### config.mk
export PLATFORM = sky130hd
export DESIGN_NAME = fwp_ctrl
export DESIGN_NICKNAME = d
export VERILOG_FILES = /design/src/common/fwp_pkg.sv /design/src/verilog/fwp_fifo.sv /design/src/verilog/fwp_serializer.sv /design/src/verilog/fwp_ctrl.sv
export VERILOG_INCLUDE_DIRS = /design/src /design/src/common
export SDC_FILE = /design/constraint.sdc
export NUM_CORES = 1
export LEC_CHECK = 0
export BUFFER_PORTS_ARGS = -buffer_cell sky130_fd_sc_hd__buf_2
export CAP_MARGIN = 5
export CORE_MARGIN = 4
export CORE_UTILIZATION = 25
export DETAILED_ROUTE_END_ITERATION = 8
export GPL_TIMING_DRIVEN = 0
export PLACE_DENSITY_LB_ADDON = 0.3
export SKIP_CTS_REPAIR_TIMING = 1
export SLEW_MARGIN = 15
export SYNTH_ARGS = -nofsm -noshare
export SYNTH_HDL_FRONTEND = slang
export SYNTH_SLANG_ARGS = --single-unit
### constraint.sdc
create_clock -name sys_clk -period 2.2 [get_ports sys_clk]
set_input_delay 0.66 -clock sys_clk [delete_from_list [all_inputs] [get_ports sys_clk]]
set_output_delay 0.66 -clock sys_clk [all_outputs]
set_load 0.1 [all_outputs]
### src/common/fwp_params.svh
/*
  timing counts, register offsets, field positions and reset values of
  the function word printer control.
  assumes a 100 MHz sys_clk; included by bare name.
*/
`ifndef FWP_PARAMS_SVH
`define FWP_PARAMS_SVH
// ****************************************
// timing
// ****************************************
`define FWP_CLK_KHZ 100000
`define FWP_LOCKOUT_MS 70
`define FWP_READY_MS 500
// ****************************************
// register map
// ****************************************
`define FWP_ADDR_W 4
`define FWP_OFS_DIV 4'h0
`define FWP_OFS_STAT 4'h4
`define FWP_OFS_FWORD 4'h8
`define FWP_OFS_CHAR 4'hC
`define FWP_DIV_RST 16'h28B0
// ****************************************
// function word fields
// ****************************************
`define FWP_FW_OUT_EN 0
`define FWP_FW_PRN 1
`define FWP_FW_PERF 2
`define FWP_FW_IN_EN 3
`define FWP_IN_NONE 3'h0
`define FWP_IN_KEYB 3'h1
`define FWP_IN_READ 3'h2
`define FWP_IN_RSTART 3'h6
`define FWP_CHAR_W 7
`define FWP_FIFO_D 4
`define FWP_FRAME_LAST 4'h8
`endif

### src/common/fwp_pkg.sv
/*
  types shared by the function word printer control files.
  assumes nothing of its surroundings.
*/
package fwp_pkg;
  // printer output loop states
  typedef enum logic [1:0] {
    FWP_P_OFF  = 2'b00,
    FWP_P_WARM = 2'b01,
    FWP_P_REQ  = 2'b10,
    FWP_P_SEND = 2'b11
  } fwp_pstate_e;
  typedef logic [15:0] fwp_div_t;
endpackage

### src/verilog/fwp_fifo.sv
/*
  small flip-flop fifo with valid/ready on both sides.
  assumes one clock, active-low async reset and a freezing clock enable.
*/
`timescale 1ns/100ps
module fwp_fifo #(
  parameter int W = 7,
  parameter int D = 4
) (
  input  wire logic         sys_clk,
  input  wire logic         nrst,
  input  wire logic         clk_en,
  input  wire logic [W-1:0] in_data,
  input  wire logic         in_valid,
  output logic              in_ready,
  output logic [W-1:0]      out_data,
  output logic              out_valid,
  input  wire logic         out_ready
);
  localparam int AW = (D > 1) ? $clog2(D) : 1;
  logic [W-1:0] mem_r [D];
  logic [AW-1:0] wp_r;
  logic [AW-1:0] rp_r;
  logic [AW:0]   cnt_r;
  logic          push;
  logic          pop;

  // full and empty come straight from the fill count
  // the count is one bit wider than the pointers, so full is cast to that width
  assign in_ready  = (cnt_r != (AW+1)'(D));
  assign out_valid = (cnt_r != '0);
  assign push      = clk_en & in_valid & in_ready;
  assign pop       = clk_en & out_valid & out_ready;
  assign out_data  = mem_r[rp_r];

  // storage: one word per entry
  genvar gi;
  generate
    for (gi = 0; gi < D; gi++) begin : g_ent
      always_ff @(posedge sys_clk or negedge nrst) begin
        if (!nrst) begin
          mem_r[gi] <= '0;
        end else if (push && (wp_r == AW'(gi))) begin
          mem_r[gi] <= in_data;
        end
      end
    end
  endgenerate

  // pointers and count
  always_ff @(posedge sys_clk or negedge nrst) begin
    if (!nrst) begin
      wp_r  <= '0;
      rp_r  <= '0;
      cnt_r <= '0;
    end else begin
      if (push) begin
        wp_r <= (wp_r == AW'(D - 1)) ? '0 : wp_r + 1'b1;
      end
      if (pop) begin
        rp_r <= (rp_r == AW'(D - 1)) ? '0 : rp_r + 1'b1;
      end
      cnt_r <= cnt_r + {{AW{1'b0}}, push} - {{AW{1'b0}}, pop};
    end
  end
endmodule

### src/verilog/fwp_serializer.sv
/*
  character serializer toward the printer: space start, data lsb first,
  mark stop. assumes the same clock and reset as the control block.
*/
`timescale 1ns/100ps
`include "fwp_params.svh"
module fwp_serializer #(
  parameter int W = 7
) (
  input  wire logic         sys_clk,
  input  wire logic         nrst,
  input  wire logic         clk_en,
  input  wire logic [15:0]  bit_div,
  input  wire logic [W-1:0] in_data,
  input  wire logic         in_valid,
  output logic              in_ready,
  output logic              txd,
  output logic              done
);
  logic         busy_r;
  logic [3:0]   idx_r;
  logic [15:0]  tick_r;
  logic [W:0]   sh_r;
  logic         bit_end;

  assign in_ready = ~busy_r;
  // a zero divisor still gives one cycle per element
  assign bit_end  = (tick_r == '0);

  // frame sequencing; line idles at mark
  always_ff @(posedge sys_clk or negedge nrst) begin
    if (!nrst) begin
      busy_r <= 1'b0;
      idx_r  <= '0;
      tick_r <= '0;
      sh_r   <= '1;
      txd    <= 1'b1;
      done   <= 1'b0;
    end else if (clk_en) begin
      done <= 1'b0;
      if (!busy_r) begin
        if (in_valid) begin
          busy_r <= 1'b1;
          idx_r  <= '0;
          tick_r <= bit_div;
          sh_r   <= {1'b1, in_data};
          txd    <= 1'b0;
        end
      end else if (!bit_end) begin
        tick_r <= tick_r - 1'b1;
      end else if (idx_r == `FWP_FRAME_LAST) begin
        busy_r <= 1'b0;
        done   <= 1'b1;
        txd    <= 1'b1;
      end else begin
        // data bits then the stop bit shift out
        txd    <= sh_r[0];
        sh_r   <= {1'b1, sh_r[W:1]};
        idx_r  <= idx_r + 1'b1;
        tick_r <= bit_div;
      end
    end
  end
endmodule

### src/verilog/fwp_ctrl.sv
/*
  function word printer control: decodes host function words into device
  enables, paces the function handshake with its lockout and runs the
  printer output loop through a fifo and the serializer.
  assumes host pins are asynchronous to sys_clk; registers are reached
  over a plain strobe port on the same clock.
*/
// Strobed register access and the address map were left to the implementer.
// Behaviour
// [RULE_01] output enable clear keeps output enables
// [RULE_02] bits 2..1 select printer and perforator
// [RULE_03] input enable clear keeps input enables
// [RULE_04] bits 6..4 select keyboard, reader, read start
// [RULE_05] request held low 70 ms per word
// [RULE_06] lockout blocks head-up read start clear
// [RULE_07] printer word sets select, lamp, motor
// [RULE_08] half second later ready, clear, request
// [RULE_09] host drives data then output acknowledge
// [RULE_10] acknowledge latches data, drops request, starts serializer
// [RULE_11] frame is start space, bits, stop mark
// [RULE_12] printer gets seven bit code
// [RULE_13] after character clear register, request again
// [RULE_14] host deselects printer with word 001
// [RULE_15] printer clear, master clear, deselect stop printer
// [RULE_16] request up when idle, ack takes word
// [RULE_17] host drops acknowledge after word taken
// [RULE_18] ack pulse stretched into request lockout
// [RULE_19] delays are cycle counters of sys_clk
`timescale 1ns/100ps
`include "fwp_params.svh"
module fwp_ctrl #(
  parameter int LOCKOUT_CYC = `FWP_LOCKOUT_MS * (`FWP_CLK_KHZ), // [RULE_19]
  parameter int READY_CYC   = `FWP_READY_MS * (`FWP_CLK_KHZ)
) (
  input  wire logic                   sys_clk,
  input  wire logic                   nrst,
  input  wire logic                   clk_en,
  input  wire logic                   function_acknowledge,
  input  wire logic                   output_word_acknowledge,
  input  wire logic [7:0]             host_data,
  input  wire logic                   printer_clear,
  input  wire logic                   master_clear,
  input  wire logic                   head_raised,
  output logic                        function_request,
  output logic                        output_word_request,
  output logic                        printer_enable,
  output logic                        printer_lamp,
  output logic                        printer_motor,
  output logic                        perforator_enable,
  output logic                        keyboard_enable,
  output logic                        reader_enable,
  output logic                        read_start,
  output logic                        printer_txd,
  input  wire logic [`FWP_ADDR_W-1:0] reg_addr,
  input  wire logic [31:0]            reg_wdata,
  input  wire logic                   reg_wr,
  input  wire logic                   reg_rd,
  output logic [31:0]                 reg_rdata
);
  import fwp_pkg::*;

  localparam int CW = `FWP_CHAR_W;

  // ****************************************
  // pin synchronisers
  // ****************************************
  logic [12:0] sy1_r;
  logic [12:0] sy2_r;
  logic        fack_d_r;
  logic        oack_d_r;
  logic        pclr_d_r;
  logic        mclr_d_r;
  logic        fack_s;
  logic        oack_s;
  logic        pclr_s;
  logic        mclr_s;
  logic        head_s;
  logic [7:0]  data_s;

  // two flops on every pin; only the second stage is read
  always_ff @(posedge sys_clk or negedge nrst) begin
    if (!nrst) begin
      sy1_r <= '0;
      sy2_r <= '0;
    end else if (clk_en) begin
      sy1_r <= {function_acknowledge, output_word_acknowledge, printer_clear,
                master_clear, head_raised, host_data};
      sy2_r <= sy1_r;
    end
  end

  assign {fack_s, oack_s, pclr_s, mclr_s, head_s, data_s} = sy2_r;

  // edge history of the synchronised strobes
  always_ff @(posedge sys_clk or negedge nrst) begin
    if (!nrst) begin
      fack_d_r <= 1'b0;
      oack_d_r <= 1'b0;
      pclr_d_r <= 1'b0;
      mclr_d_r <= 1'b0;
    end else if (clk_en) begin
      fack_d_r <= fack_s;
      oack_d_r <= oack_s;
      pclr_d_r <= pclr_s;
      mclr_d_r <= mclr_s;
    end
  end

  logic fack_rise;
  logic oack_rise;
  logic pclr_rise;
  logic mclr_rise;
  assign fack_rise = fack_s & ~fack_d_r;
  assign oack_rise = oack_s & ~oack_d_r;
  assign pclr_rise = pclr_s & ~pclr_d_r;
  assign mclr_rise = mclr_s & ~mclr_d_r;

  // ****************************************
  // function handshake and lockout
  // ****************************************
  logic        func_req_r;
  logic [31:0] lock_cnt_r;
  logic        lock_active;
  logic        take;
  logic [6:0]  word;

  assign lock_active      = (lock_cnt_r != '0);
  // a word is taken only while the request stands
  assign take             = clk_en & fack_rise & func_req_r; // [RULE_16]
  assign word             = data_s[6:0];
  assign function_request = func_req_r;

  // the acknowledge edge starts a long lockout; the request returns at its end
  always_ff @(posedge sys_clk or negedge nrst) begin
    if (!nrst) begin
      func_req_r <= 1'b1;
      lock_cnt_r <= '0;
    end else if (clk_en) begin
      if (take) begin
        func_req_r <= 1'b0; // [RULE_16]
        lock_cnt_r <= 32'(LOCKOUT_CYC); // [RULE_18]
      end else if (lock_cnt_r == 32'h0000_0001) begin
        lock_cnt_r <= '0;
        func_req_r <= 1'b1; // [RULE_05]
      end else if (lock_active) begin
        lock_cnt_r <= lock_cnt_r - 1'b1;
      end
    end
  end

  // ****************************************
  // device enables
  // ****************************************
  logic [6:0] last_fw_r;

  // output enables; either clear overrides a word's printer select in the same cycle, master clear also its perforator select
  always_ff @(posedge sys_clk or negedge nrst) begin
    if (!nrst) begin
      printer_enable    <= 1'b0;
      perforator_enable <= 1'b0;
    end else if (clk_en) begin
      if (take && word[`FWP_FW_OUT_EN]) begin // [RULE_01]
        printer_enable    <= word[`FWP_FW_PRN]; // [RULE_02] [RULE_07]
        perforator_enable <= word[`FWP_FW_PERF]; // [RULE_02]
      end
      if (pclr_rise || mclr_rise) begin
        printer_enable <= 1'b0; // [RULE_15]
      end
      if (mclr_rise) begin
        perforator_enable <= 1'b0;
      end
    end
  end

  // input enables; unused codes leave them as they were
  always_ff @(posedge sys_clk or negedge nrst) begin
    if (!nrst) begin
      keyboard_enable <= 1'b0;
      reader_enable   <= 1'b0;
    end else if (clk_en) begin
      if (take && word[`FWP_FW_IN_EN]) begin // [RULE_03]
        case (word[6:4]) // [RULE_04]
          `FWP_IN_NONE: begin
            keyboard_enable <= 1'b0;
            reader_enable   <= 1'b0;
          end
          `FWP_IN_KEYB: begin
            keyboard_enable <= 1'b1;
            reader_enable   <= 1'b0;
          end
          `FWP_IN_READ, `FWP_IN_RSTART: begin
            keyboard_enable <= 1'b0;
            reader_enable   <= 1'b1;
          end
          default: begin
            keyboard_enable <= keyboard_enable;
          end
        endcase
      end
      if (mclr_rise) begin
        keyboard_enable <= 1'b0;
        reader_enable   <= 1'b0;
      end
    end
  end

  // read start flag; a new start wins over a head-up clear
  always_ff @(posedge sys_clk or negedge nrst) begin
    if (!nrst) begin
      read_start <= 1'b0;
    end else if (clk_en) begin
      if (take && word[`FWP_FW_IN_EN] && (word[6:4] == `FWP_IN_RSTART)) begin
        read_start <= 1'b1; // [RULE_04]
      end else if (mclr_rise) begin
        read_start <= 1'b0;
      end else if (take && word[`FWP_FW_IN_EN]) begin
        read_start <= 1'b0;
      end else if (head_s && !lock_active) begin
        read_start <= 1'b0; // [RULE_06]
      end
    end
  end

  // last accepted word, kept for software
  always_ff @(posedge sys_clk or negedge nrst) begin
    if (!nrst) begin
      last_fw_r <= '0;
    end else if (take) begin
      last_fw_r <= word;
    end
  end

  // lamp and motor follow the select flag
  assign printer_lamp  = printer_enable; // [RULE_07]
  assign printer_motor = printer_enable; // [RULE_07]

  // ****************************************
  // printer output loop
  // ****************************************
  fwp_pstate_e      pst_r;
  logic [31:0]      rdy_cnt_r;
  logic [CW-1:0]    out_reg_r;
  logic             push;
  logic             fifo_in_ready;
  logic [CW-1:0]    fifo_out_data;
  logic             fifo_out_valid;
  logic             ser_ready;
  logic             ser_done;
  fwp_div_t         div_r;

  // request only while the fifo can take the character
  assign output_word_request = (pst_r == FWP_P_REQ) & fifo_in_ready; // [RULE_08]
  assign push = clk_en & output_word_request & oack_rise; // [RULE_09]

  // loop sequencing; dropping the select flag ends it at once
  always_ff @(posedge sys_clk or negedge nrst) begin
    if (!nrst) begin
      pst_r     <= FWP_P_OFF;
      rdy_cnt_r <= '0;
    end else if (clk_en) begin
      if (!printer_enable) begin
        pst_r <= FWP_P_OFF; // [RULE_15]
      end else begin
        case (pst_r)
          FWP_P_OFF: begin
            pst_r     <= FWP_P_WARM;
            rdy_cnt_r <= 32'(READY_CYC); // [RULE_19]
          end
          FWP_P_WARM: begin
            if (rdy_cnt_r <= 32'h0000_0001) begin
              pst_r <= FWP_P_REQ; // [RULE_08]
            end else begin
              rdy_cnt_r <= rdy_cnt_r - 1'b1;
            end
          end
          FWP_P_REQ: begin
            if (push) begin
              pst_r <= FWP_P_SEND; // [RULE_10]
            end
          end
          FWP_P_SEND: begin
            if (ser_done) begin
              pst_r <= FWP_P_REQ; // [RULE_13]
            end
          end
          default: begin
            pst_r <= FWP_P_OFF;
          end
        endcase
      end
    end
  end

  // output register: cleared while idle or after each character
  always_ff @(posedge sys_clk or negedge nrst) begin
    if (!nrst) begin
      out_reg_r <= '0;
    end else if (clk_en) begin
      if (push) begin
        out_reg_r <= data_s[CW-1:0]; // [RULE_10] [RULE_12]
      end else if (pst_r != FWP_P_SEND || ser_done) begin
        out_reg_r <= '0; // [RULE_08] [RULE_13]
      end
    end
  end

  // buffer decouples the host strobe from the slow serial frame
  fwp_fifo #(
    .W (CW),
    .D (`FWP_FIFO_D)
  ) u_fifo (
    .sys_clk   (sys_clk),
    .nrst      (nrst),
    .clk_en    (clk_en),
    .in_data   (data_s[CW-1:0]),
    .in_valid  (push),
    .in_ready  (fifo_in_ready),
    .out_data  (fifo_out_data),
    .out_valid (fifo_out_valid),
    .out_ready (ser_ready)
  );

  fwp_serializer #(
    .W (CW)
  ) u_ser (
    .sys_clk  (sys_clk),
    .nrst     (nrst),
    .clk_en   (clk_en),
    .bit_div  (div_r),
    .in_data  (fifo_out_data),
    .in_valid (fifo_out_valid),
    .in_ready (ser_ready),
    .txd      (printer_txd), // [RULE_11]
    .done     (ser_done)
  );

  // ****************************************
  // register port
  // ****************************************
  // bit time divisor, steers the serializer
  always_ff @(posedge sys_clk or negedge nrst) begin
    if (!nrst) begin
      div_r <= `FWP_DIV_RST;
    end else if (clk_en && reg_wr && (reg_addr == `FWP_OFS_DIV)) begin
      div_r <= reg_wdata[15:0];
    end
  end

  // read data valid the cycle after the strobe; unmapped reads zero
  always_ff @(posedge sys_clk or negedge nrst) begin
    if (!nrst) begin
      reg_rdata <= '0;
    end else if (clk_en) begin
      reg_rdata <= '0;
      if (reg_rd) begin
        case (reg_addr)
          `FWP_OFS_DIV:   reg_rdata <= {16'h0000, div_r};
          `FWP_OFS_STAT:  reg_rdata <= {22'h000000, pst_r, read_start,
                                        reader_enable, keyboard_enable,
                                        perforator_enable, printer_enable,
                                        lock_active, func_req_r,
                                        output_word_request};
          `FWP_OFS_FWORD: reg_rdata <= {25'h0000000, last_fw_r};
          `FWP_OFS_CHAR:  reg_rdata <= {25'h0000000, out_reg_r};
          default:        reg_rdata <= '0;
        endcase
      end
    end
  end

  // ****************************************
  // checks
  // ****************************************
  logic clr_any;
  assign clr_any = pclr_rise | mclr_rise;

  chk_out_hold: assert property (@(posedge sys_clk) disable iff (!nrst) // [RULE_01]
    take && !word[0] && !clr_any |=> printer_enable == $past(printer_enable)
      && perforator_enable == $past(perforator_enable))
    else $error("output enables changed without output enable bit");

  chk_out_sel: assert property (@(posedge sys_clk) disable iff (!nrst) // [RULE_02]
    take && word[0] && !clr_any |=> printer_enable == $past(word[1])
      && perforator_enable == $past(word[2]))
    else $error("output device selection wrong");

  chk_in_hold: assert property (@(posedge sys_clk) disable iff (!nrst) // [RULE_03]
    take && !word[3] && !mclr_rise |=> keyboard_enable == $past(keyboard_enable)
      && reader_enable == $past(reader_enable))
    else $error("input enables changed without input enable bit");

  chk_in_rstart: assert property (@(posedge sys_clk) disable iff (!nrst) // [RULE_04]
    take && word[3] && word[6:4] == 3'h6 |=> reader_enable && read_start
      && !keyboard_enable)
    else $error("read start code not applied");

  chk_lockout_req: assert property (@(posedge sys_clk) disable iff (!nrst) // [RULE_05]
    take |=> !function_request [*8])
    else $error("function request back during lockout");

  chk_head_block: assert property (@(posedge sys_clk) disable iff (!nrst) // [RULE_06]
    clk_en && lock_active && read_start && !mclr_rise && !take |=> read_start)
    else $error("read start cleared during lockout");

  chk_motor_on: assert property (@(posedge sys_clk) disable iff (!nrst) // [RULE_07]
    take && word[2:0] == 3'h3 && !clr_any |=> printer_motor && printer_lamp)
    else $error("printer word did not start motor");

  chk_load_char: assert property (@(posedge sys_clk) disable iff (!nrst) // [RULE_10]
    push |=> pst_r == FWP_P_SEND && !output_word_request
      && out_reg_r == $past(data_s[CW-1:0]))
    else $error("output acknowledge not handled");

  chk_char_clear: assert property (@(posedge sys_clk) disable iff (!nrst) // [RULE_13]
    clk_en && ser_done && printer_enable |=> out_reg_r == '0 && pst_r == FWP_P_REQ)
    else $error("register not cleared after character");

  chk_term_prn: assert property (@(posedge sys_clk) disable iff (!nrst) // [RULE_15]
    clk_en && clr_any |=> !printer_enable ##1 pst_r == FWP_P_OFF)
    else $error("printer not stopped by clear");
endmodule

==> results of run 1 <==
## sequential cells by signal (all words and copies together) (netlist names), 12 cells and up
signal / count
reg_rdata: 16
u_ser.tick_r: 16
sy1_r: 12
div_r: 16
lock_cnt_r: 32
u_fifo.mem_r: 28
sy2_r: 12
rdy_cnt_r: 32
## final cells by class
cell class | instances | area, µm²
fill | 4120 | 27100
multi-input combinational | 706 | 5410
sequential | 211 | 5310
timing repair buffer | 136 | 1150
clock buffer | 34 | 719
tap | 532 | 666
buffer | 63 | 485
inverter | 52 | 198
clock inverter | 12 | 120
## critical path: stages, from the launching register on
cell     delay, ps
dfrtp_1        390
or4_4          560
or3_4          440
buf_12         140
or4_4          520
buf_8          170
a31oi_4        220
o22ai_1        100
## how the worst max path moves through the flow
stage	to	slack, ps	depth (start not counted)
2_1_floorplan	u_fifo.cnt_r[1]	-570	6
4_1_cts	reg_rdata[0]	-640	6
6_report	reg_rdata[2]	-460	7
3_5_place_dp	reg_rdata[6]	-1200	6
5_1_grt	lock_cnt_r[5]	-520	8
3_3_place_gp	printer_enable	-3800	1
## cells by family after synthesis
group | after synthesis
compound gates | 210
xor+xnor | 34
other cells | 1
buf+inv | 120
mux | 95
simple gates | 333
flops | 211
fa+ha+maj | 16
## Yosys cell counts (all sizes together) (5+ instances only)
cell / n / area (µm²)
dfrtp: 197 / 4930
nor2: 98 / 368
o21ai: 91 / 463
mux2: 74 / 833
nand2: 71 / 267
inv: 52 / 195
a21oi: 45 / 225
nor3: 38 / 190
buf: 35 / 223
clkbuf: 33 / 124
nor4: 22 / 144
nand3: 21 / 105
xor2: 18 / 158
xnor2: 16 / 140
ha: 15 / 188
or3: 15 / 98.8
dfstp: 14 / 368
o22ai: 13 / 81.3
mux4: 12 / 270
or4: 11 / 82.6
a22o: 9 / 78.8
a31oi: 9 / 56.3
mux2i: 9 / 90.1
nand4: 9 / 56.3
nand2b: 8 / 50.1
nand4b: 7 / 61.3
o41ai: 6 / 52.6
nand3b: 5 / 37.5
o21a: 5 / 37.5
o31ai: 5 / 37.5
## per-stage QoR
| step | util, % | cells |
|---|---|---|
| after detailed placement | 28.7 | 1630 |
| final | 34.2 | 1746 |
| after CTS | 30.7 | 1676 |
| after floorplan | - | 1035 |
| after global placement | 28.5 | 1628 |
| after global routing | 34.2 | 1746 |
## layout by cell type (no fill, tap or decap), types with 10 or more instances in the layout
cell type / count
buf_6: 30
clkbuf_1: 16
nand3_1: 15
buf_2: 57
dfstp_2: 13
o22ai_1: 13
xor2_1: 17
clkbuf_16: 28
a21oi_1: 35
nor4_1: 10
o21ai_2: 24
nand2_1: 58
o21ai_1: 26
mux4_2: 12
nor2_1: 84
o21ai_0: 38
mux2_2: 74
buf_4: 61
or3_1: 11
ha_1: 14
xnor2_1: 16
inv_1: 50
dfrtp_1: 193
nand2_2: 10
a21oi_2: 10
conb_1: 16
nor3_1: 33
## power by group through the flow
stage	registers, mW	logic, mW	clock network (mW)
floorplan	5.03	1.48	0
global placement	5.06	2.05	0
detailed placement	5.07	2.10	0
CTS	5.02	2.11	4.30
global route	5.19	2.82	4.45
finish	5.12	2.56	4.17
## routing by layer
layer | track usage [%] | up-vias | part of all wire, %
li1 | - | 3984 | -
met1 | 19.1 | 4254 | 49
met2 | 18.1 | 213 | 43
met3 | 2.32 | 47 | 5.6
met4 | 2.93 | 4 | 2.4
met5 | 0 | - | 0.11
==> impl_results.md, run 1 <==
- Final setup violation count: 65
- DRT antenna net count: 0
- Maximum fanout along the worst path: 5
- Slew @ Worst Pin: 1070 ps
- Global route total overflow: 0
- Comb pwr share: between 20% and 30%
- GP Congestion: a little over 0.8
- Simple-gate portion of the synthesized area: between 15 and 20%
- Complex-gate fraction of the synthesized area: 12.0%
- Number of flops mapped to enable cells by yosys: 0
- Clock skew: between 20 and 25 ps
- Register bit total from synthesis: around 210
- Worst Reg-to-Reg Cells: 7
- Num CTS Buffers: 25
- Placed Area: 11800 µm²
- Deepest clock path buffer count: 3
- PD cells: 843 nW/µm²
- Main combinational cell family by area after synthesis: simple AND/OR/NAND/NOR gates
- Drt drc: 0
- Worst reg2reg setup slack: -460 ps
- Max cap viols: 0
- Antenna diodes: 0
- Fin. max-slew vios: 0
- Design Area, Final: around 14000 µm²
- Worst path arrival time: roughly 3100 ps
- Crit path kind: reg2reg
- Worst skew pair latency: between 500 and 600 ps
- Post-synthesis mux area share: around 11%
- DR iter-0 viols: between 500 and 600
- CORE AREA: 41100 µm²
- Largest net degree at the start of global routing: 100
- Post-synth cell types: 69
- Share of flip-flops with an asynchronous set or reset: 100%
- RSZ-0062 raised after global routing: true
- YS warnings: 0
- Pre-CTS setup slack: -1200 ps
- Hold Crit Start: master_clear
- CTS Sinks: 211
- Post-synthesis instance total: just over 1000
- Hold Crit Class: in2reg
- Setup ws final: -461 ps
- Drt pass-1 iters: 5
- Num ports: 96
- Worst Hold Endpoint: sy1_r[9]
- Global Route Usage Sum: between 10% and 20%
- Clock Power Share: 35.2%
- Port buffer count: between 60 and 70
- Xor/xnor share of the synthesized area: roughly 2.8%
- Post-DP HPWL: around 20000 µm
- H-tree levels: 1
- Number of global-route vias before repair: roughly 7900
- CTS tree: yes
- Prevailing post-synth register cell: dfrtp_1
- NetSw: approximately 3.8 mW
- Worst Setup SP: lock_cnt_r[29]
- Max Freq: between 300 and 400 MHz
- Register share of total power: between 40% and 50%
- Data required time of the worst path: around 2600 ps
- Final period utilization: 121%
- P_int: between 8 and 9 mW
- Leakage: approximately 6.0 nW
- R2r startpoint: lock_cnt_r[29]
- Total power: between 10 and 15 mW
- Clock root buffer: clkbuf_16
- Vias per cell: a little under 5
- Share of cells above drive strength 1: 38.5%
- Failing checks: setup timing
- DR WL/cell: roughly 17 µm
- First-pass GRT wire length: 45300 µm
- Max-slew headroom: 27.9%
- Initial Util: about a quarter
- Type of origin of the critical path: register
- Post-layout nets: approximately 1300
- Setup TNS: -18120 ps
- Via count: approximately 8500
- CP endpoint kind: register
- Die X: around 210 µm
- Hold WS: 361 ps
- Reg clk slew, reported paths: 60 ps
- Post-Syn Area per Cell: roughly 10 µm²
- Die height: between 200 and 250 µm
- Final Hold Viols: 0
- Layout area overhead: 34.2%
- Terminus of the critical flop-to-flop path: reg_rdata[2]
- Worst vdd ir: ~500 µV
- Die ar.: ~45000 µm²
- Adder-Cell Fraction of Synth Area: 1.98%
- Initial antenna violation count: 4
- Seq/Total Area, Yosys: 50.6%
- WL final: 30200 µm
- Sw Ratio: between 30 and 40%
- Row count: 74
- Status: finished, violations left
- Cell Area, Synth: approximately 10000 µm²
- Hold depth: 2
- Crit path time final: 2660 ps
Note: power is estimated with default switching activity, not from simulation.
==> inputs of run 2 (changes only) <==
--- a/config.mk
+++ b/config.mk
@@ -17,4 +17,5 @@
 export SLEW_MARGIN = 15
 export SYNTH_ARGS = -nofsm -noshare
 export SYNTH_HDL_FRONTEND = slang
+export SYNTH_HIERARCHICAL = 1
 export SYNTH_SLANG_ARGS = --single-unit
==> run 2 against run 1 <==
Effect of this change:
- the run still ends with setup timing left
- die area increased by 3.9%
- count of clock-buffer cells in the layout increased by 5
- area after synthesis up 4.1%
- routed wire length increased by 4.8%
- sequential power up 17%
- worst hold slack worse by 310 ps
- register-to-register slack improved by 310 ps
- flip-flop and latch count stayed put
- cell area fell by 0.30%
- worst setup slack better by 310 ps
- clock power fell by 3%
- critical path depth is 1 lower
- largest cell class unchanged
==> impl_results.md, run 2 <==
- Status: finished, violations left
- Failing checks: setup timing
- Maximum fanout along the worst path: 6
- Area of the multi-input gates: just under 6000 µm²
- Antenna diodes: 0
- Yosys top cell by area: dfrtp_1
- Die height: 217 µm
- Post-Syn Area per Cell: about 11 µm²
- Hold Crit Class: in2async
- Max Freq: 425 MHz
- Crit path time final: approximately 2400 ps
- Max stage delay on crit path: a little under 600 ps
- Hold WS: about 49 ps
- Seq/Total Area, Yosys: 48.6%
- Post-synthesis instance total: around 990
- DR WL/cell: around 18 µm
- Worst path slowest cell: nor4_2
- Clock root buffer: clkbuf_16
- Final period utilization: 107%
- PD cells: about 1000 nW/µm²
- Commonest cells after routing, fill and taps aside: dfrtp_1 (187), buf_4 (69), mux2_2 (62), nand2_1 (59)
- Post-synth cell types: 90
- Type of origin of the critical path: register
- CORE AREA: 43100 µm²
- Slew @ Worst Pin: 751 ps
- CP bufs+invs: 1
- Met3 WL: 1750 µm
- Initial antenna violation count: 1
- Leakage: a little under 6 nW
- Largest registers: lock_cnt_r (32), rdy_cnt_r (32), u_fifo/mem_r (28)
- CP endpoint kind: register
- RSZ-0062 raised after global routing: true
- Number of global-route vias before repair: 8292
- Top Metal Used: met5
- Deepest clock path buffer count: 3
- Final Util: approximately 33%
- Cell with the most instances after synthesis: dfrtp_1
- CTS Sinks: roughly 210
- Worst vdd ir: 447 µV
- Port buffer count: just over 60
- Die ar.: around 47000 µm²
- Final setup violation count: 48
- Clock skew: 22.4 ps
- Data required time of the worst path: ~2700 ps
- Total power: roughly 15 mW
- CTS tree: yes
- Share of cells above drive strength 1: between 30% and 40%
- Drt drc: 0
- Crit path kind: reg2reg
- Placed Area: between 10000 and 15000 µm²
- Worst path arrival time: around 2800 ps
- Cell Area, Synth: approximately 11000 µm²
- Worst skew pair latency: ~540 ps
- First-pass GRT wire length: 48000 µm
- Die X: between 200 and 250 µm
- DR iter-0 viols: approximately 500
- Synth area leaders: dfrtp_1 (45%), mux2_2 (7.9%), dfstp_2 (3.4%)
- Register area: about 5300 µm²
- Num ports: 96
- Most instantiated cells after synthesis: dfrtp_1 (197), mux2_2 (76), nand2_1 (65), o21ai_0 (59), nor2_1 (43)
- Vias per cell: between 5 and 6
- Max cap viols: 0
- Post-DP HPWL: roughly 22000 µm
- Via count: approximately 8800
- Global Route Usage Sum: between 10% and 20%
- Final Hold Viols: 0
- Largest net degree at the start of global routing: around 100
- Filler Cells Inserted: 4378
- Max-slew headroom: approximately half
- CP Cell Sequence: inv_2 -> ha_4 -> or4b_4 -> nor4_2 -> mux2_2 -> o22ai_1
- Layout area overhead: 28.6%
- Initial Util: between 20% and 30%
- Setup ws final: -156 ps
- Crit-path leading delay family: simple AND/OR/NAND/NOR gates
- Setup TNS: -2180 ps
- GP Congestion: about 0.84
- Num CTS Buffers: 24
- Share of flip-flops with an asynchronous set or reset: 100%
- Register bit total from synthesis: 211
- H-tree levels: 1
- WL met1: about 16000 µm
- Global route total overflow: 0
- Prevailing post-synth register cell: dfrtp_1
- YS warnings: 6
- WL final: ~32000 µm
- Number of flops mapped to enable cells by yosys: 0
- Row count: 76
- Fin. max-slew vios: 0
- Most common cell after layout, fill and taps aside: dfrtp_1
- Synth top area share: 45.2%
- Post-layout nets: roughly 1200
- Reg clk slew, reported paths: 60 ps
- DRT antenna net count: 0
- Drt pass-1 iters: 5
- Design Area, Final: 14000 µm²
- Met2 routed WL: 13700 µm
-- run 2: changes by cell type after synthesis, sizes merged, moves of 9 or more --
cell     before  now
a21o          0   11
a22o          9   18
inv          52   33
nand3        21   34
nor2         98   43
nor3         38   23
nor4         22   32
o21ai        91   70
o2bb2ai       0    9
or3          15   31
xnor2        16    7
xor2         18    1
-- run 2: report_power, final --
| part | switching, mW | internal [mW] |
|---|---|---|
| combinational | 2.57 | 1.96 |
| sequential | 1.15 | 4.83 |
| clock | 1.61 | 2.42 |
-- run 2: metal layers --
| layer | vias to the layer above | track usage (%) |
|---|---|---|
| li1 | 4044 | - |
| met1 | 4483 | 19.1 |
| met2 | 230 | 18.4 |
| met3 | 40 | 2.51 |
| met4 | 2 | 2.71 |
| met5 | - | 0 |
-- run 2: through the flow --
step                      worst slack [ps]  std cells
final                                 -156       1745
after global routing                  -218       1745
after CTS                             -734       1693
after detailed placement             -1150       1650
after global placement               -3820       1648
after floorplan                       -327       1002
-- run 2: logic make-up after synthesis --
| family | count (synthesis) | share of synthesized area [%] |
|---|---|---|
| xor+xnor | 8 | 0.643 |
| compound gates | 236 | 15.1 |
| buf+inv | 94 | 4.05 |
| simple gates | 318 | 17.8 |
| mux | 103 | 11.8 |
| other cells | 1 | 0.0344 |
| flops | 211 | 48.6 |
| fa+ha+maj | 16 | 1.91 |
-- run 2: layout make-up --
type	count	area share, %
buffer	52	2.34
clock buffer	39	5.05
clock inverter	4	0.500
inverter	33	0.884
multi-input combinational	697	41.3
sequential	211	37.9
tap	585	5.22
timing repair buffer	124	6.75
-- run 2: final timing paths --
path | from | end | slack [ps] | cells after the start
min reg2reg | sy1_r[10] | sy2_r[10] | 480 | 2
max | u_ser/tick_r[0] | u_ser/txd | -160 | 6
max reg2reg | u_ser/tick_r[0] | u_ser/txd | -160 | 6
min in group sys_clk | reg_wdata[1] | div_r[1] | 360 | 2
max in group asynchronous | nrst | printer_enable | 940 | 3
min | nrst | u_ser/tick_r[14] | 50 | 1
